--- config.mk ---
export PLATFORM = sky130hd
export DESIGN_NAME = sfp_front
export DESIGN_NICKNAME = d
export VERILOG_FILES = /design/src/sfp_pkg.sv /design/src/sfp_fifo.sv /design/src/sfp_front.sv /design/src/sfp_sync.sv
export VERILOG_INCLUDE_DIRS = /design/src
export SDC_FILE = /design/constraint.sdc
export NUM_CORES = 1
export LEC_CHECK = 0
export ABC_AREA = 1
export BUFFER_PORTS_ARGS = -buffer_cell sky130_fd_sc_hd__clkbuf_2
export CAP_MARGIN = 20
export CORE_ASPECT_RATIO = 1.25
export CORE_MARGIN = 2
export CORE_UTILIZATION = 60
export CTS_BUF_LIST = sky130_fd_sc_hd__clkbuf_8
export DETAILED_ROUTE_END_ITERATION = 8
export HOLD_SLACK_MARGIN = 0.02
export PLACE_DENSITY = 0.87
export SYNTH_ARGS = -nofsm -noshare
export SYNTH_HDL_FRONTEND = slang
export SYNTH_HIERARCHICAL = 1
export SYNTH_SLANG_ARGS = --single-unit
export TNS_END_PERCENT = 100
--- constraint.sdc ---
create_clock -name clk_in -period 2.9 [get_ports clk_in]
set_input_delay 0.725 -clock clk_in [delete_from_list [all_inputs] [get_ports clk_in]]
set_output_delay 0.725 -clock clk_in [all_outputs]
set_load 0.02 [all_outputs]
--- src/sfp_params.svh ---
// Constants of the serial flash pin front end
`ifndef SFP_PARAMS_SVH
`define SFP_PARAMS_SVH
`define SFP_OP_READ 8'h03
`define SFP_OP_FAST_READ 8'h0B
`define SFP_OP_DUAL_READ 8'h3B
`define SFP_OP_PAGE_WRITE 8'h02
`define SFP_OP_SMALL_WIPE 8'h20
`define SFP_OP_LARGE_WIPE 8'hD8
`define SFP_OP_FULL_WIPE 8'hC7
`define SFP_OP_SLEEP 8'hB9
`define SFP_OP_WAKE 8'hAB
`define SFP_OP_MAKER_ID 8'h90
`define SFP_OP_ID_QUERY 8'h9F
`define SFP_OP_WR_ENABLE 8'h06
`define SFP_OP_WR_DISABLE 8'h04
`define SFP_OP_STATUS_WRITE 8'h01
`define SFP_IDLE_BYTE 8'hFF
`define SFP_ADDR_LAST 2'h2
`define SFP_BIT_LAST 3'h7
`define SFP_DUAL_LAST 3'h3
`define SFP_FIFO_DEPTH 4
`define SFP_SYNC_WIDTH 5
`endif

--- src/sfp_pkg.sv ---
// Types of the serial flash pin front end
package sfp_pkg;
  typedef enum logic [2:0] {
    SFP_ST_OPCODE = 3'b000,
    SFP_ST_ADDR = 3'b001,
    SFP_ST_DUMMY = 3'b010,
    SFP_ST_OUT = 3'b011,
    SFP_ST_WDATA = 3'b100,
    SFP_ST_DONE = 3'b101
  } sfp_state_t;
endpackage

--- src/sfp_fifo.sv ---
// Small synchronous FIFO with valid/ready on both sides
module sfp_fifo #(
  parameter int W = 8,
  parameter int D = 4
) (
  input wire logic clk_in,
  input wire logic reset_n_in,
  input wire logic in_valid_in,
  input wire logic [W-1:0] in_data_in,
  output logic in_ready_out,
  output logic out_valid_out,
  output logic [W-1:0] out_data_out,
  input wire logic out_ready_in
);
  localparam int AW = $clog2(D);
  localparam int CW = $clog2(D + 1);
  logic [W-1:0] mem [D];
  logic [AW-1:0] wr_ptr;
  logic [AW-1:0] rd_ptr;
  logic [CW-1:0] count;
  logic push;
  logic pop;

  assign in_ready_out = (count != CW'(D));
  assign out_valid_out = (count != '0);
  assign out_data_out = mem[rd_ptr];
  assign push = in_valid_in & in_ready_out;
  assign pop = out_ready_in & out_valid_out;

  always_ff @(posedge clk_in) begin
    if (push) begin
      mem[wr_ptr] <= in_data_in;
    end
  end

  always_ff @(posedge clk_in or negedge reset_n_in) begin
    if (!reset_n_in) begin
      wr_ptr <= '0;
      rd_ptr <= '0;
      count <= '0;
    end else begin
      if (push) begin
        wr_ptr <= AW'(wr_ptr + 1'b1);
      end
      if (pop) begin
        rd_ptr <= AW'(rd_ptr + 1'b1);
      end
      if (push && !pop) begin
        count <= CW'(count + 1'b1);
      end else if (pop && !push) begin
        count <= CW'(count - 1'b1);
      end
    end
  end
endmodule // sfp_fifo

--- src/sfp_front.sv ---
// Pin-level serial flash front end: shifter, decoder, dual read output
// Summary of operation
// - Instruction, address and data bits are captured on rising serial clock edges.
// - The dual output fast read turns the input lane into a second output lane.
// - Read data and status change on falling serial clock edges.
// - With chip select high both data outputs are floated.
// - Deselect means standby, while an internal operation already running goes on.
// - With chip select low the device takes instructions and returns data.
// - No instruction is accepted before a high to low chip select after power-up.
// - Pause low while selected floats the output and ignores data and clock.
// - Protect pin and lock bit block status writes; nonzero guard bits block the full wipe.
// - The read, program, erase, sleep, wake and identify opcodes are decoded.
// - Both clock idle levels, low and high, work alike.
// - Dual output lasts until chip select rises.
// - Chip select rising during a pause resets the serial logic.
`include "sfp_params.svh"
module sfp_front (
  input wire logic clk_in,
  input wire logic reset_n_in,
  input wire logic sck_in,
  input wire logic cs_n_in,
  input wire logic hold_n_in,
  input wire logic protect_n_in,
  input wire logic data_in_lane_zero_in,
  output logic data_in_lane_zero_out,
  output logic data_in_lane_zero_oe_out,
  output logic so_out,
  output logic so_oe_out,
  input wire logic status_lock_bit_in,
  input wire logic [3:0] array_guard_bits_in,
  input wire logic busy_in,
  input wire logic [7:0] rd_data_in,
  input wire logic rd_valid_in,
  output logic rd_ready_out,
  output logic cmd_valid_out,
  output logic [7:0] cmd_opcode_out,
  output logic [23:0] cmd_addr_out,
  output logic cmd_refused_out,
  output logic wr_valid_out,
  output logic [7:0] wr_byte_out,
  output logic standby_out,
  output logic sleep_out
);
  import sfp_pkg::*;

  logic [4:0] pins_f;
  logic sck_f;
  logic cs_f;
  logic hold_f;
  logic prot_f;
  logic lane0_f;
  logic sck_d;
  logic sck_rise;
  logic sck_fall;
  logic armed;
  logic selected;
  logic held;
  logic live;
  sfp_state_t state;
  logic [2:0] bit_cnt;
  logic [1:0] byte_cnt;
  logic [7:0] in_sh;
  logic [7:0] nb;
  logic [7:0] opcode;
  logic [15:0] addr_hi;
  logic dual;
  logic blocked;
  logic byte_done;
  logic [2:0] out_cnt;
  logic [7:0] out_sh;
  logic driving;
  logic pop;
  logic fifo_valid;
  logic [7:0] fifo_data;
  logic [7:0] next_byte;
  logic issue;
  logic [7:0] issue_op;
  logic [23:0] issue_addr;
  logic refuse;
  logic status_locked;

  sfp_sync #(.W(`SFP_SYNC_WIDTH)) u_sync (
    .clk_in(clk_in),
    .reset_n_in(reset_n_in),
    .d_in({sck_in, cs_n_in, hold_n_in, protect_n_in, data_in_lane_zero_in}),
    .q_out(pins_f)
  );
  assign {sck_f, cs_f, hold_f, prot_f, lane0_f} = pins_f;

  sfp_fifo #(.W(8), .D(`SFP_FIFO_DEPTH)) u_fifo (
    .clk_in(clk_in),
    .reset_n_in(reset_n_in),
    .in_valid_in(rd_valid_in),
    .in_data_in(rd_data_in),
    .in_ready_out(rd_ready_out),
    .out_valid_out(fifo_valid),
    .out_data_out(fifo_data),
    .out_ready_in(pop)
  );

  // Edge finding only; no idle level assumed, so mode 0 and 3 look alike
  always_ff @(posedge clk_in or negedge reset_n_in) begin
    if (!reset_n_in) begin
      sck_d <= 1'b0;
    end else begin
      sck_d <= sck_f;
    end
  end
  assign sck_rise = sck_f & ~sck_d;
  assign sck_fall = ~sck_f & sck_d;

  // Filter resets low, so a high must really be seen before arming
  always_ff @(posedge clk_in or negedge reset_n_in) begin
    if (!reset_n_in) begin
      armed <= 1'b0;
    end else if (cs_f) begin
      armed <= 1'b1;
    end
  end
  assign selected = armed & ~cs_f;

  // Pause takes effect only while the clock is low; it ends with the clock low or when chip select rises
  always_ff @(posedge clk_in or negedge reset_n_in) begin
    if (!reset_n_in) begin
      held <= 1'b0;
    end else if (cs_f) begin
      held <= 1'b0;
    end else if (!sck_f) begin
      held <= ~hold_f;
    end
  end
  assign live = selected & ~held;

  assign nb = {in_sh[6:0], lane0_f};
  assign byte_done = live & sck_rise & (bit_cnt == `SFP_BIT_LAST);
  // Shifter and opcode decoder
  always_ff @(posedge clk_in or negedge reset_n_in) begin
    if (!reset_n_in) begin
      state <= SFP_ST_OPCODE;
      bit_cnt <= 3'h0;
      byte_cnt <= 2'h0;
      in_sh <= 8'h00;
      opcode <= 8'h00;
      addr_hi <= 16'h0000;
      dual <= 1'b0;
    end else if (!selected) begin
      state <= SFP_ST_OPCODE;
      bit_cnt <= 3'h0;
      byte_cnt <= 2'h0;
      dual <= 1'b0;
    end else if (live && sck_rise) begin
      in_sh <= nb;
      bit_cnt <= 3'(bit_cnt + 1'b1);
      if (bit_cnt == `SFP_BIT_LAST) begin
        case (state)
          SFP_ST_OPCODE: begin
            opcode <= nb;
            byte_cnt <= 2'h0;
            if (sleep_out && nb != `SFP_OP_WAKE) begin
              state <= SFP_ST_DONE;
            end else begin
              case (nb)
                `SFP_OP_READ, `SFP_OP_FAST_READ, `SFP_OP_PAGE_WRITE, `SFP_OP_SMALL_WIPE,
                `SFP_OP_LARGE_WIPE, `SFP_OP_MAKER_ID, `SFP_OP_WAKE: begin
                  state <= SFP_ST_ADDR;
                end
                `SFP_OP_DUAL_READ: begin
                  state <= SFP_ST_ADDR;
                  dual <= 1'b1;
                end
                `SFP_OP_ID_QUERY: state <= SFP_ST_OUT;
                `SFP_OP_STATUS_WRITE: state <= SFP_ST_WDATA;
                default: state <= SFP_ST_DONE;
              endcase
            end
          end
          SFP_ST_ADDR: begin
            addr_hi <= {addr_hi[7:0], nb};
            byte_cnt <= 2'(byte_cnt + 1'b1);
            if (byte_cnt == `SFP_ADDR_LAST) begin
              case (opcode)
                `SFP_OP_READ, `SFP_OP_MAKER_ID, `SFP_OP_WAKE: state <= SFP_ST_OUT;
                `SFP_OP_FAST_READ, `SFP_OP_DUAL_READ: state <= SFP_ST_DUMMY;
                `SFP_OP_PAGE_WRITE: state <= SFP_ST_WDATA;
                default: state <= SFP_ST_DONE;
              endcase
            end
          end
          SFP_ST_DUMMY: state <= SFP_ST_OUT;
          default: state <= state;
        endcase
      end
    end
  end

  // Command hand-off toward the array controller
  assign status_locked = status_lock_bit_in & ~prot_f;
  always_comb begin
    issue = 1'b0;
    issue_op = opcode;
    issue_addr = 24'h000000;
    if (byte_done && state == SFP_ST_OPCODE && !(sleep_out && nb != `SFP_OP_WAKE)) begin
      issue_op = nb;
      issue = (nb == `SFP_OP_ID_QUERY) || (nb == `SFP_OP_FULL_WIPE) || (nb == `SFP_OP_SLEEP)
        || (nb == `SFP_OP_WR_ENABLE) || (nb == `SFP_OP_WR_DISABLE) || (nb == `SFP_OP_STATUS_WRITE);
    end else if (byte_done && state == SFP_ST_ADDR && byte_cnt == `SFP_ADDR_LAST) begin
      issue = 1'b1;
      issue_addr = {addr_hi, nb};
    end
    // Running internal operation is left alone; new writes are refused
    refuse = (busy_in && issue_op != `SFP_OP_READ && issue_op != `SFP_OP_FAST_READ
      && issue_op != `SFP_OP_DUAL_READ)
      || (issue_op == `SFP_OP_FULL_WIPE && array_guard_bits_in != 4'h0)
      || (issue_op == `SFP_OP_STATUS_WRITE && status_locked);
  end

  always_ff @(posedge clk_in or negedge reset_n_in) begin
    if (!reset_n_in) begin
      cmd_valid_out <= 1'b0;
      cmd_opcode_out <= 8'h00;
      cmd_addr_out <= 24'h000000;
      cmd_refused_out <= 1'b0;
      blocked <= 1'b0;
    end else begin
      cmd_valid_out <= issue;
      if (issue) begin
        cmd_opcode_out <= issue_op;
        cmd_addr_out <= issue_addr;
        cmd_refused_out <= refuse;
        blocked <= refuse;
      end
    end
  end

  always_ff @(posedge clk_in or negedge reset_n_in) begin
    if (!reset_n_in) begin
      wr_valid_out <= 1'b0;
      wr_byte_out <= 8'h00;
    end else begin
      wr_valid_out <= byte_done && state == SFP_ST_WDATA && !blocked;
      if (byte_done && state == SFP_ST_WDATA) begin
        wr_byte_out <= nb;
      end
    end
  end

  always_ff @(posedge clk_in or negedge reset_n_in) begin
    if (!reset_n_in) begin
      sleep_out <= 1'b0;
    end else if (byte_done && state == SFP_ST_OPCODE) begin
      if (nb == `SFP_OP_SLEEP && !busy_in) begin
        sleep_out <= 1'b1;
      end else if (nb == `SFP_OP_WAKE) begin
        sleep_out <= 1'b0;
      end
    end
  end

  always_ff @(posedge clk_in or negedge reset_n_in) begin
    if (!reset_n_in) begin
      standby_out <= 1'b1;
    end else begin
      standby_out <= ~selected;
    end
  end

  // Output shifter; an empty FIFO reads as erased bytes
  assign pop = live & sck_fall & (state == SFP_ST_OUT) & (out_cnt == 3'h0);
  assign next_byte = fifo_valid ? fifo_data : `SFP_IDLE_BYTE;

  always_ff @(posedge clk_in or negedge reset_n_in) begin
    if (!reset_n_in) begin
      out_cnt <= 3'h0;
      out_sh <= 8'h00;
      so_out <= 1'b0;
      data_in_lane_zero_out <= 1'b0;
      driving <= 1'b0;
    end else if (!selected) begin
      out_cnt <= 3'h0;
      driving <= 1'b0;
    end else if (live && sck_fall && state == SFP_ST_OUT) begin
      driving <= 1'b1;
      if (out_cnt == 3'h0) begin
        so_out <= next_byte[7];
        data_in_lane_zero_out <= next_byte[6];
        out_sh <= dual ? {next_byte[5:0], 2'b00} : {next_byte[6:0], 1'b0};
        out_cnt <= dual ? `SFP_DUAL_LAST : `SFP_BIT_LAST;
      end else begin
        so_out <= out_sh[7];
        data_in_lane_zero_out <= out_sh[6];
        out_sh <= dual ? {out_sh[5:0], 2'b00} : {out_sh[6:0], 1'b0};
        out_cnt <= 3'(out_cnt - 1'b1);
      end
    end
  end

  always_ff @(posedge clk_in or negedge reset_n_in) begin
    if (!reset_n_in) begin
      so_oe_out <= 1'b0;
      data_in_lane_zero_oe_out <= 1'b0;
    end else begin
      so_oe_out <= live & (driving | (sck_fall & state == SFP_ST_OUT));
      data_in_lane_zero_oe_out <= live & dual & (driving | (sck_fall & state == SFP_ST_OUT));
    end
  end

  AST_OE_OFF_DESELECT: assert property (@(posedge clk_in) disable iff (!reset_n_in)
    cs_f |=> !so_oe_out && !data_in_lane_zero_oe_out)
    else $error("output driven while deselected");
  AST_HOLD_FLOATS: assert property (@(posedge clk_in) disable iff (!reset_n_in)
    held |=> !so_oe_out)
    else $error("output driven during pause");
  AST_IO0_ONLY_DUAL: assert property (@(posedge clk_in) disable iff (!reset_n_in)
    data_in_lane_zero_oe_out |-> $past(dual) && so_oe_out)
    else $error("lane zero driven outside dual read");
  AST_OUT_ON_FALL: assert property (@(posedge clk_in) disable iff (!reset_n_in)
    $changed(so_out) |-> $past(sck_fall) && $past(live))
    else $error("output changed away from falling edge");
  AST_NO_ARM: assert property (@(posedge clk_in) disable iff (!reset_n_in)
    !armed |=> !cmd_valid_out && !wr_valid_out)
    else $error("instruction taken before select edge");
  AST_STEP_ON_RISE: assert property (@(posedge clk_in) disable iff (!reset_n_in)
    (state != $past(state)) && $past(selected) |-> $past(sck_rise))
    else $error("decoder stepped without rising clock");
  AST_IDLE_ON_CS: assert property (@(posedge clk_in) disable iff (!reset_n_in)
    $rose(cs_f) |=> state == SFP_ST_OPCODE && bit_cnt == 3'h0 && !dual)
    else $error("chip select rise did not reset decoder");
  AST_FULL_WIPE_GUARD: assert property (@(posedge clk_in) disable iff (!reset_n_in)
    cmd_valid_out && cmd_opcode_out == `SFP_OP_FULL_WIPE && $past(array_guard_bits_in) != 4'h0 |-> cmd_refused_out)
    else $error("guarded full wipe not refused");
  AST_DUAL_HOLDS: assert property (@(posedge clk_in) disable iff (!reset_n_in)
    dual && selected |=> dual)
    else $error("dual mode left while selected");
  AST_STANDBY: assert property (@(posedge clk_in) disable iff (!reset_n_in)
    cs_f |=> standby_out)
    else $error("no standby while deselected");
endmodule // sfp_front

--- src/sfp_sync.sv ---
// Three-stage pin synchroniser with agreement filter
module sfp_sync #(
  parameter int W = 1
) (
  input wire logic clk_in,
  input wire logic reset_n_in,
  input wire logic [W-1:0] d_in,
  output logic [W-1:0] q_out
);
  logic [W-1:0] s1;
  logic [W-1:0] s2;
  logic [W-1:0] s3;

  always_ff @(posedge clk_in or negedge reset_n_in) begin
    if (!reset_n_in) begin
      s1 <= '0;
      s2 <= '0;
      s3 <= '0;
    end else begin
      s1 <= d_in;
      s2 <= s1;
      s3 <= s2;
    end
  end

  // Change accepted only when stages two and three agree
  always_ff @(posedge clk_in or negedge reset_n_in) begin
    if (!reset_n_in) begin
      q_out <= '0;
    end else begin
      q_out <= (s2 & s3) | (q_out & (s2 | s3));
    end
  end
endmodule // sfp_sync

# [After elaboration in Yosys (flattened, before gate mapping)]
# Memory sizes are Yosys's and may differ from the RTL's.
# Cells that the tools add are included.
[totals] regBits=131 mem_bits_rw=32 n_memories=1
[classes] n_addsub=7 eq_ne=43 n_mux=45 bitwise=28 n_reduce_logical=47
[memory_table] memory="u_fifo.mem" words=4 width=8 read_ports=1 rd_ports_with_merged_regs=0 wr=1 line_no="sfp_fifo.sv:17" source="logic [W-1:0] mem [D];"
[ops] operator="$eq 8x8->1 const B" n=9
[ops] operator="$mux 24" n=2
[ops] operator="$mux 8" n=5
[ops] operator="$mux 3" n=13
[ops] operator="$eq 8x2->1 const B" n=4
[ops] operator="$pmux 3 s3" n=3
[ops] operator="$eq 8x6->1 const B" n=3
[ops] operator="$logic_and 1x1->1" n=18
[ops] operator="$mux 1" n=18
[ops] operator="$and 1x1->1" n=16
[ops] operator="$eq 8x1->1 const B" n=2
[ops] operator="$eq 8x3->1 const B" n=2
[ops] operator="$eq 8x4->1 const B" n=2
[ops] operator="$reduce_and 4->1" n=3
[ops] operator="$and 5x5->5" n=2
[ops] operator="$ne 2x1->1 const B" n=5
[ops] operator="$or 5x5->5" n=2
[ops] operator="$ne 8x2->1 const B" n=1
[ops] operator="$ne 8x4->1 const B" n=1
[ops] operator="$ne 8x6->1 const B" n=1
[ops] operator="$ne 8x8->1 const B" n=1
[ops] operator="$reduce_or 8->1" n=1
[ops] operator="$logic_or 1x1->1" n=7
[ops] operator="$not 1->1" n=7
[ops] operator="24 further kinds" n=42

# [Depth between registers and ports, before layout]
# Gate-level depths: netlist of run 1.
[depth] word_depth=14 ltp_mapped=18 ltp_nobuf=17

# [Hierarchy]
# Netlist of run 1, hierarchy kept.
[modules_own_cells] mod="sfp_front" instances=1 cells_each=570 area_per_inst_um2=4818.4 seq_area_each_um2=2578.7
[modules_own_cells] mod="sfp_fifo" instances=1 cells_each=152 area_per_inst_um2=1731.7 seq_area_each_um2=1136.1
[modules_own_cells] mod="sfp_sync" instances=1 cells_each=40 area_per_inst_um2=581.8 seq_area_each_um2=500.5

# [Least setup slack after synthesis of run 1]
# Ideal clock, no wire load.
[synth_path] kind="flip-flop to flip-flop" from="register u_sync.q_out[3]" to="register u_fifo.count[1]" setup_ns=0.127 arrival_time_ns=2.368 required_ns=2.773 setup_slack_ns=0.405 stages_incl_launch_ff=15 n_path_buf=1 path_cell_list="dfrtp_1 nor2_1 buf_4 inv_2 nor2_1 inv_1 nor2_2 inv_2 nor2_1 nand2_1 ha_1 inv_1 fa_1 nand2_1 o21ai_0"
[synth_between] elab_chain_cells=10 word_cells_on_any_way=12
[synth_rtl] element="start: declaration" line_no="sfp_sync.sv:8" source="output logic [W-1:0] q_out"
[synth_rtl] element="start signal: assignment" line_no="sfp_sync.sv:31" source="q_out <= (s2 & s3) | (q_out & (s2 | s3));"
[synth_rtl] element="$not 1->1 (*)" line_no="sfp_front.sv:120" source="assign selected = armed & ~cs_f;"
[synth_rtl] element="$and 1x1->1 (*)" line_no="sfp_front.sv:120"
[synth_rtl] element="$and 1x1->1 (*)" line_no="sfp_front.sv:132" source="assign live = selected & ~held;"
[synth_rtl] element="$and 1x1->1 (*) (3 in series)" line_no="sfp_front.sv:268" source="assign pop = live & sck_fall & (state == SFP_ST_OUT) & (out_cnt == 3'h0);"
[synth_rtl] element="net pop" line_no="sfp_front.sv:72" source="logic pop;"
[synth_rtl] element="$and 1x1->1 (*)" line_no="sfp_fifo.sv:28" source="assign pop = out_ready_in & out_valid_out;"
[synth_rtl] element="$logic_not 1->1" line_no="sfp_fifo.sv:48" source="if (push && !pop) begin"
[synth_rtl] element="$logic_and 1x1->1" line_no="sfp_fifo.sv:48"
[synth_rtl] element="$mux 3 or $reduce_bool 2->1 (tied branches)"
[synth_rtl] element="end signal: assignment" line_no="sfp_fifo.sv:49" source="count <= CW'(count + 1'b1);"
[synth_rtl] element="end signal: assignment" line_no="sfp_fifo.sv:51" source="count <= CW'(count - 1'b1);"
[synth_rtl] element="end: declaration" line_no="sfp_fifo.sv:20" source="logic [CW-1:0] count;"
# Mark *: on every way through the listed nets, which the timed path passes. The rest lies on a longest branch.
# A chain may end at the register's enable or synchronous reset.

# [Final worst setup path of run 1]
# Same ends and word-level chain as after synthesis.

==> results of run 1 <==
-- path summary, 6_finish.rpt --
| path | start | endpoint | slack (ns) | depth (start not counted) |
|---|---|---|---|---|
| worst min-delay path | reset_n_in | cmd_addr_out[20] | 0.20 | 1 |
| worst max-delay path | u_sync/q_out[3] | u_fifo/count[1] | 0.49 | 13 |
| min in group clk_in | u_sync/s1[2] | u_sync/s2[2] | 0.35 | 0 |
| worst max register to register | u_sync/q_out[3] | u_fifo/count[1] | 0.49 | 13 |
| worst min register to register | u_sync/s1[2] | u_sync/s2[2] | 0.35 | 0 |
| max in group asynchronous | reset_n_in | standby_out | 1.93 | 2 |
-- layout by cell type (no fill, tap or decap), drive strengths merged, types with 5 or more instances in the layout --
| master | synthesis | layout |
|---|---|---|
| o21ai | 85 | 85 |
| nor3 | 6 | 6 |
| buf | 15 | 13 |
| inv | 100 | 107 |
| nor2 | 56 | 56 |
| o211ai | 19 | 19 |
| clkinv | 1 | 5 |
| nand3 | 43 | 43 |
| nand2 | 201 | 201 |
| edfxtp | 32 | 32 |
| clkbuf | 11 | 87 |
| a31oi | 9 | 9 |
| ha | 10 | 10 |
| dfrtp | 129 | 129 |
| a21oi | 12 | 12 |
-- layout make-up --
class                           count  area [µm²]  share of cell area
Sequential cell                   162        4220               0.526
Clock inverter                     15         173              0.0215
Inverter                          101         379              0.0473
Timing Repair Buffer               83         460              0.0575
Multi-Input combinational cell    473        2350               0.293
Tap cell                          161         201              0.0251
Clock buffer                       17         234              0.0292
-- logic make-up (layout without fill, tap and decap cells) --
| kind of cell | count (synthesis) | count (layout) | synth area share |
|---|---|---|---|
| AND/OR/NAND/NOR | 316 | 316 | 0.189 |
| flip-flops | 162 | 162 | 0.591 |
| AO/OA/AOI/OAI | 145 | 145 | 0.119 |
| buffers and inverters | 127 | 216 | 0.0795 |
| adder cells (fa/ha/maj) | 11 | 11 | 0.0204 |
| XOR/XNOR | 1 | 1 | 0.00123 |
-- state kept, by name (all words and copies together) (netlist names), 7 cells and up --
register and flops:
u_fifo/mem 32, in_sh 7, wr_byte_out 8, cmd_opcode_out 8, addr_hi 16, out_sh 7
opcode 8, cmd_addr_out 24
-- report_power, final --
group	switching [mW]	leakage [nW]	internal (mW)
sequential	0.225	2.03	2.61
clock	0.878	0.202	0.790
combinational	0.795	1.59	0.389
-- metrics by stage --
stage	cell area (µm²)	worst slack [ns]	cells	util	hold WS (ns)
6_report	8010	0.493	1012	0.690	0.197
5_1_grt	8010	0.315	1012	0.690	0.214
4_1_cts	8010	0.489	1012	0.690	0.199
3_5_place_dp	7610	0.485	980	0.655	0.336
3_3_place_gp	7610	0.586	980	0.655	0.331
2_1_floorplan	7130	0.405	762	-	0.331
-- worst max-delay path, delay by kind of cell, from the launching register on --
| family | cells | cell delay, ns |
|---|---|---|
| flip-flops | 1 | 0.41 |
| AND/OR/NAND/NOR | 6 | 0.86 |
| AO/OA/AOI/OAI | 1 | 0.07 |
| buffers and inverters | 4 | 0.32 |
| adder cells (fa/ha/maj) | 2 | 0.64 |
-- metal layers --
layer / part of all wire / vias to the layer above / global-route usage
li1: - / 2659 / -
met5: 0 / - / 0
met4: 0.030 / 0 / 0.0890
met3: 0.045 / 34 / 0.0538
met2: 0.51 / 155 / 0.398
met1: 0.41 / 2565 / 0.276
==> summary.md, run 1 <==
| Metric | Value |
|---|---|
| Pwr Total | `5.68 mW` |
| Area grow syn2layout | `12.4%` |
| Max_cap viols | `0` |
| Clk pin slew, worst setup/hold paths | `0.09 ns` |
| Fillcell total | `900` |
| Ys Warns | `6` |
| Final-stage net count | `871` |
| RSZ-0062 raised after global routing | `no` |
| CORE AREA | `11600 µm²` |
| Iteration-0 DRC Markers | `259` |
| Initial antenna violation count | `0` |
| CP Capture Type | `flip-flop` |
| CTS Sinks | `162` |
| Setup violations, final | `0` |
| Final WL | `13800 µm` |
| Num CTS Buffers | `17` |
| Critical Path Start Type | `flip-flop` |
| Port Buffer Count | `71` |
| Post-layout min period | `2.41 ns` |
| CTS root buf | `clkbuf_8` |
| Critical-path top delay cell | `dfrtp_1` |
| Rows | `44` |
| DRT Pass-1 Iters | `6` |
| Layout cells sized above 1 | `0.168` |
| Top cell by count, worst path | `nor2_1` |
| Worst EP arrival | `2.75 ns` |
| Syn Inst Count | `762` |
| Vias in the first global route | `5110` |
| Vias per cell | `5.35` |
| Post-detail-place hpwl | `9890 µm` |
| Slew Limit Fails | `0` |
| Max Fclk | `0.415 GHz` |
| Slew HR | `0.493` |
| Total die area | `12800 µm²` |
| Post-Synthesis Net Count | `795` |
| # H-tree levels | `4` |
| Detailed-route DRC error count | `0` |
| Post-Syn Area | `7130 µm²` |
| Clk_skew | `0.0101 ns` |
| Main synth FF type | `dfrtp_1` |
| CTS max path bufs | `2` |
| Data required, critical path | `3.24 ns` |
| First-pass GRT wire length | `23200 µm` |
| Register area share after synthesis | `0.591` |
| Worst IR drop on VDD | `0.000487 V` |
| Routed vias | `5413` |
| TritonCTS clock tree | `done` |
| Yosys top cell by area | `dfrtp_1` |
| Drt wl/cell | `13.6 µm` |
| Commonest cells in the netlist | `191 x nand2_1, 129 x dfrtp_1, 93 x inv_1` |
| Share of the synthesized area in the top cell type | `0.453` |
| Critical path peak fanout | `10` |
| Actual slew at the worst max-slew pin | `0.758 ns` |
| Total grt overflow | `0` |
| EDFF count, synth | `32` |
| Crit path cell chain | `nor2_1, inv_2, nor2_1, inv_1, nor2_2, inv_2, nor2_1, nand2_1, ha_1, inv_1, fa_1, nand2_1, o21ai_0` |
| Initial Util | `0.614` |
| Worst hold path type | `input port to async pin` |
| #FFs+latches synth | `162` |
| Final ANT Viol Nets | `0` |
| N_diodes | `0` |
| GP Congestion | `0.904` |
| Most common cell in the synthesized netlist | `nand2_1` |
| Largest stage delay on the critical path | `0.41 ns` |
| Setup TNS | `0 ns` |
| Crit path kind | `flip-flop to flip-flop` |
| Die width | `102 µm` |
| Synth unique cells | `46` |
| Syn Area/Cell | `9.36 µm²` |
| Clock Latency Late Sink | `0.46 ns` |
| Cell leakage power | `3.82 nW` |
| CTS Hold Buffers Added | `0` |
| Largest net degree at the start of global routing | `44` |
| Post_cts resized | `0` |
| Number of top-level pins | `72` |
| Pwr Density | `709 nW/µm²` |
| Final hold vios | `0` |
| Status | `finished, final reports clean` |
| Chip height | `126 µm` |
| Post-CTS setup buffer count | `0` |
| Top area cells in the synthesized netlist | `dfrtp_1 45%, edfxtp_1 13%, nand2_1 10%` |
| Gr usage total | `0.230` |
| Tcrit/Tclk final | `0.830` |
| Async set-or-reset flop fraction in the synthesized netlist | `0.802` |
(Power assumes the default switching activity.)
==> run 2: changes to the inputs <==
==> constraint.sdc (replaced) <==
create_clock -name clk_in -period 2.4 [get_ports clk_in]
set_input_delay 0.6 -clock clk_in [delete_from_list [all_inputs] [get_ports clk_in]]
set_output_delay 0.6 -clock clk_in [all_outputs]
set_load 0.02 [all_outputs]
==> summary.md, run 2 (same netlist as run 1, synthesis figures left out) <==
| Metric | Value |
|---|---|
| Status | `finished, final reports clean` |
| GP Congestion | `0.916 (+1.3%)` |
| Tcrit/Tclk final | `0.921 (+0.0913)` |
| N_diodes | `0 (unchanged)` |
| CTS root buf | `clkbuf_8` |
| WHS | `0.129 ns (-0.0686 ns)` |
| Setup violations, final | `0 (unchanged)` |
| Fillcell total | `867 (-3.7%)` |
| Commonest cells after routing, fill and taps aside | `191 x nand2_1, 129 x dfrtp_1, 96 x inv_1` |
| First-pass GRT wire length | `22800 µm (-1.6%)` |
| Critical Path Start Type | `flip-flop` |
| Crit path launch | `u_sync/q_out[4]` |
| Clk pin slew, worst setup/hold paths | `0.09 ns (about the same)` |
| Clock Latency Late Sink | `0.44 ns (-0.02 ns)` |
| Critical-path top delay cell | `dfrtp_1` |
| CTS max path bufs | `2 (unchanged)` |
| CP Capture Type | `flip-flop` |
| Initial Util | `0.614 (unchanged)` |
| # H-tree levels | `4 (unchanged)` |
| Post-layout min period | `2.21 ns (-0.196 ns)` |
| Slew HR | `0.541 (+0.0486)` |
| Worst EP arrival | `2.53 ns (-0.22 ns)` |
| Drt wl/cell | `13.4 µm (-1.4%)` |
| Post-detail-place hpwl | `9810 µm (-0.78%)` |
| Worst IR drop on VDD | `0.000654 V (+34%)` |
| Gr usage total | `0.228 (-0.00280)` |
| Data required, critical path | `2.72 ns (-0.52 ns)` |
| Setup slack at placement | `0.0920 ns (-0.392 ns)` |
| Iteration-0 DRC Markers | `338 (+31%)` |
| CORE AREA | `11600 µm² (unchanged)` |
| Top Registers | `u_fifo/mem x32, cmd_addr_out x24, addr_hi x16` |
| Setup TNS | `0 ns (unchanged)` |
| Gate power share | `0.225 (+0.017)` |
| Largest register FFs | `32 (unchanged)` |
| Layout cells sized above 1 | `0.178 (+0.0104)` |
| Initial antenna violation count | `0 (unchanged)` |
| Vias per cell | `5.32 (-0.59%)` |
| Final WL | `13700 µm (-0.20%)` |
| Chip height | `126 µm (unchanged)` |
| Clk pwr share | `0.277 (-0.017)` |
| Vias in the first global route | `5121 (+0.22%)` |
| Critical path peak fanout | `10 (unchanged)` |
| Clk_skew | `0.0146 ns (+0.00446 ns)` |
| Most common cell after layout, fill and taps aside | `nand2_1` |
| Worst hold path type | `input port to async pin` |
| Crit path cell chain | `nor3_1, nand3_1, nor2_4, inv_2, nor2_4, nand2_1, ha_2, inv_1, fa_1, nand2_1, o21ai_0` |
| Max Fclk | `0.452 GHz (+8.9%)` |
| Worst setup margin | `0.189 ns (-0.304 ns)` |
| Detailed-route DRC error count | `0 (unchanged)` |
| Sequential Power Share | `0.498 (about the same)` |
| Register-to-register setup slack | `0.19 ns (-0.30 ns)` |
| Worst R2R Start | `u_sync/q_out[4]` |
| Largest stage delay on the critical path | `0.45 ns (+0.04 ns)` |
| Num CTS Buffers | `17 (unchanged)` |
| Most flop-heavy register | `u_fifo/mem` |
| RSZ-0062 raised after global routing | `no` |
| DRT Pass-1 Iters | `5 (-1)` |
| Area grow syn2layout | `13.9%` |
| Rows | `44 (unchanged)` |
| Number of top-level pins | `72 (unchanged)` |
| Worst reg2reg endpoint | `u_fifo/count[1]` |
| Total die area | `12800 µm² (unchanged)` |
| Slew Limit Fails | `0 (unchanged)` |
| Max_cap viols | `0 (unchanged)` |
| Reg2reg path depth | `11 (-2)` |
| Die width | `102 µm (unchanged)` |
| Final hold vios | `0 (unchanged)` |
| Pwr Total | `6.81 mW (+20%)` |
| Port Buffer Count | `71 (unchanged)` |
| CTS Hold Buffers Added | `0 (unchanged)` |
| Sw Share | `0.325 (-0.00866)` |
| Cell leakage power | `3.87 nW (+1.3%)` |
| Actual slew at the worst max-slew pin | `0.686 ns (-0.0720 ns)` |
| Pwr Density | `838 nW/µm² (+18%)` |
| Largest net degree at the start of global routing | `83 (+89%)` |
| Routed vias | `5445 (+0.59%)` |
| Final ANT Viol Nets | `0 (unchanged)` |
| Final-stage net count | `883 (+1.4%)` |
| NetSw | `2.21 mW (+17%)` |
| Total grt overflow | `0 (unchanged)` |
| Crit path kind | `flip-flop to flip-flop` |
| TritonCTS clock tree | `done` |
| Int Power | `4.59 mW (+21%)` |
| CTS Sinks | `162 (unchanged)` |
## run 2: changes by cell type in the layout (fill, tap and decap cells not counted), sizes merged
cell / delta
buf: +12
inv: -2
clkinvlp: +4
clkinv: -2
## run 2: through the flow
step	util	cell area [µm²]	instances
after floorplan	-	7140	762
after global placement	0.663	7700	990
after detailed placement	0.663	7700	990
after CTS	0.695	8080	1022
after global routing	0.700	8130	1024
final	0.700	8130	1024
## run 2: what timing repair did
action,CTS,global route
gates resized for setup,0,9
setup buffers,0,2
setup endpoints to repair,0,28
## run 2: cell type report
class	count	area [µm²]	area share
clock buffer	17	234	0.0288
timing repair buffer	95	576	0.0708
clock inverter	15	144	0.0177
inverter	101	382	0.0470
multi-input combinational	473	2370	0.292
sequential	162	4220	0.519
tap	161	201	0.0248
## run 2: power by group through the flow
stage | logic (mW) | registers, mW | clock network, mW
2_1_floorplan | 1.10 | 3.40 | 0
3_3_place_gp | 1.48 | 3.43 | 0
3_5_place_dp | 1.52 | 3.44 | 0
4_1_cts | 1.53 | 3.39 | 1.91
5_1_grt | 1.75 | 3.43 | 2.03
6_report | 1.53 | 3.39 | 1.89
## run 2: worst max path at each step
stage	end	slack [ns]	cells past startpoint
3_5_place_dp	u_fifo/count[1]	0.09	13
5_1_grt	blocked	0.01	14
4_1_cts	u_fifo/count[1]	0.09	13
2_1_floorplan	u_fifo/count[1]	0.03	14
6_report	u_fifo/count[1]	0.19	11
3_3_place_gp	u_fifo/count[1]	0.17	13
## run 2: critical path, delay by kind of cell (launching register included)
| kind | cells | cell delay, ns |
|---|---|---|
| simple gates | 6 | 0.77 |
| compound gates | 1 | 0.07 |
| flops | 1 | 0.45 |
| fa+ha+maj | 2 | 0.62 |
| buf+inv | 2 | 0.18 |
## run 2: metal layers
| metal | track usage | share of wire |
|---|---|---|
| met1 | 0.266 | 0.40 |
| met2 | 0.391 | 0.51 |
| met3 | 0.0483 | 0.045 |
| met4 | 0.113 | 0.039 |
| met5 | 0 | 0 |
==> run 3: changes to the inputs <==
--- a/config.mk
+++ b/config.mk
@@ -16,6 +16,7 @@
 export DETAILED_ROUTE_END_ITERATION = 8
 export HOLD_SLACK_MARGIN = 0.02
 export PLACE_DENSITY = 0.87
+export REMOVE_ABC_BUFFERS = 1
 export SYNTH_ARGS = -nofsm -noshare
 export SYNTH_HDL_FRONTEND = slang
 export SYNTH_HIERARCHICAL = 1
==> summary.md, run 3 (same netlist as run 1, synthesis figures left out) <==
| Metric | Value |
|---|---|
| Vias per cell | `5.29 (-0.59%)` |
| Sequential Power Share | `0.499 (about the same)` |
| GP Congestion | `0.900 (-1.8%)` |
| Worst IR drop on VDD | `0.000541 V (-17%)` |
| Rows | `44 (unchanged)` |
| Max Fclk | `0.446 GHz (-1.4%)` |
| Initial antenna violation count | `0 (unchanged)` |
| Clk pin slew, worst setup/hold paths | `0.09 ns (about the same)` |
| Largest net degree at the start of global routing | `58 (-30%)` |
| Top Registers | `u_fifo/mem x32, cmd_addr_out x24, addr_hi x16` |
| Gr usage total | `0.229 (+0.000947)` |
| Actual slew at the worst max-slew pin | `0.643 ns (-0.0434 ns)` |
| Int Power | `4.58 mW (-0.28%)` |
| Largest register FFs | `32 (unchanged)` |
| Final hold vios | `0 (unchanged)` |
| Iteration-0 DRC Markers | `253 (-25%)` |
| Layout cells sized above 1 | `0.180 (+0.00125)` |
| Total die area | `12800 µm² (unchanged)` |
| Crit path kind | `flip-flop to flip-flop` |
| Critical path peak fanout | `36 (+26)` |
| Num CTS Buffers | `17 (unchanged)` |
| Slew HR | `0.570 (+0.0290)` |
| Gate power share | `0.216 (-0.009)` |
| Drt wl/cell | `13.3 µm (-1.1%)` |
| First-pass GRT wire length | `23200 µm (+1.9%)` |
| Status | `finished, final reports clean` |
| CTS max path bufs | `2 (unchanged)` |
| CTS root buf | `clkbuf_8` |
| Sw Share | `0.328 (+0.00270)` |
| Initial Util | `0.614 (unchanged)` |
| TritonCTS clock tree | `done` |
| NetSw | `2.24 mW (+0.96%)` |
| Routed vias | `5381 (-1.2%)` |
| Clock Latency Late Sink | `0.45 ns (about the same)` |
| Post-detail-place hpwl | `9450 µm (-3.7%)` |
| Port Buffer Count | `71 (unchanged)` |
| CTS Hold Buffers Added | `0 (unchanged)` |
| Clk_skew | `0.0153 ns (+0.000742 ns)` |
| N_diodes | `0 (unchanged)` |
| Chip height | `126 µm (unchanged)` |
| WHS | `0.100 ns (-0.0283 ns)` |
| Die width | `102 µm (unchanged)` |
| CORE AREA | `11600 µm² (unchanged)` |
| Clk pwr share | `0.285 (+0.008)` |
| Setup TNS | `0 ns (unchanged)` |
| Slew Limit Fails | `0 (unchanged)` |
| Max_cap viols | `0 (unchanged)` |
| Most common cell after layout, fill and taps aside | `nand2_1` |
| Final ANT Viol Nets | `0 (unchanged)` |
| Data required, critical path | `2.73 ns (about the same)` |
| Cell leakage power | `3.85 nW (-0.39%)` |
| Commonest cells after routing, fill and taps aside | `191 x nand2_1, 127 x dfrtp_1, 93 x inv_1` |
| Vias in the first global route | `5068 (-1.0%)` |
| Total grt overflow | `0 (unchanged)` |
| Area grow syn2layout | `13.3%` |
| Worst EP arrival | `2.57 ns (+0.04 ns)` |
| CTS Sinks | `162 (unchanged)` |
| Final WL | `13500 µm (-1.7%)` |
| Pwr Density | `844 nW/µm² (+0.70%)` |
| Tcrit/Tclk final | `0.935 (+0.0134)` |
| # H-tree levels | `4 (unchanged)` |
| Critical Path Start Type | `flip-flop` |
| DRT Pass-1 Iters | `5 (unchanged)` |
| Number of top-level pins | `72 (unchanged)` |
| Detailed-route DRC error count | `0 (unchanged)` |
| Final-stage net count | `877 (-0.68%)` |
| Post-layout min period | `2.24 ns (+0.0323 ns)` |
| CP Capture Type | `flip-flop` |
| Most flop-heavy register | `u_fifo/mem` |
| Worst hold path type | `input port to async pin` |
| Setup violations, final | `0 (unchanged)` |
-- run 3: cell count changes in the layout (fill, tap and decap cells not counted), sizes merged --
cell,delta
buf,-6
clkinvlp,-4
clkbuf,+3
clkinv,+2
bufinv,-1
-- run 3: power groups by stage --
stage | Combinational, mW | Clock (mW) | Sequential (mW)
finish | 1.47 | 1.94 | 3.40
CTS | 1.48 | 1.98 | 3.40
global route | 1.71 | 2.11 | 3.44
floorplan | 0.999 | 0 | 3.42
detailed placement | 1.47 | 0 | 3.45
global placement | 1.43 | 0 | 3.44
-- run 3: metrics by stage --
| stage | setup WS [ns] | utilization | instance area [µm²] | instances | power [mW] |
|---|---|---|---|---|---|
| final | 0.157 | 0.696 | 8080 | 1018 | 6.82 |
| after global routing | -0.0330 | 0.696 | 8080 | 1018 | 7.26 |
| after CTS | 0.0496 | 0.694 | 8060 | 1017 | 6.86 |
| after detailed placement | 0.0148 | 0.659 | 7660 | 985 | 4.92 |
| after global placement | 0.192 | 0.659 | 7660 | 985 | 4.87 |
| after floorplan | -0.510 | - | 6940 | 736 | 4.42 |
-- run 3: cell type report --
class / instances / area, µm²
flip-flops and latches: 162 / 4220
fillers: 921 / 3540
multi-input cells: 473 / 2360
repair buffers: 89 / 522
inverters: 101 / 382
clock buffers: 20 / 275
well taps: 161 / 201
clock inverters: 12 / 120
-- run 3: what timing repair did --
action	4_1_cts	5_1_grt
setup endpoints to repair	1	9
gates resized for setup	1	6
pin swaps	0	1
gates cloned	0	0
buffers inserted	0	1
-- run 3: final timing paths --
path | start | endpoint | slack, ns | cells past startpoint
setup / recovery | in_sh[0] | cmd_addr_out[10] | 0.16 | 10
setup reg to reg | in_sh[0] | cmd_addr_out[10] | 0.16 | 10
max in group asynchronous | reset_n_in | standby_out | 1.66 | 2
min in group clk_in | data_in_lane_zero_in | u_sync/s1[0] | 0.25 | 1
hold reg to reg | u_sync/s1[1] | u_sync/s2[1] | 0.35 | 0
hold / removal | reset_n_in | cmd_addr_out[15] | 0.10 | 1
-- run 3: routing by layer --
metal  part of all wire  up-vias  global-route usage
li1                   -     2660                   -
met1               0.42     2538               0.294
met2               0.52      151               0.382
met3              0.040       32              0.0450
met4              0.026        0              0.0866
met5                  0        -                   0
-- run 3: critical path, cell delays in order (launching register included) --
cell     delay, ns
dfrtp_1       0.55
nand2_2       0.14
nor2_4        0.15
nand2_2       0.09
nand2_4       0.17
nand2_4       0.15
a31o_1        0.24
nand2_4       0.12
inv_2         0.25
nand2_1       0.14
o21ai_0       0.10
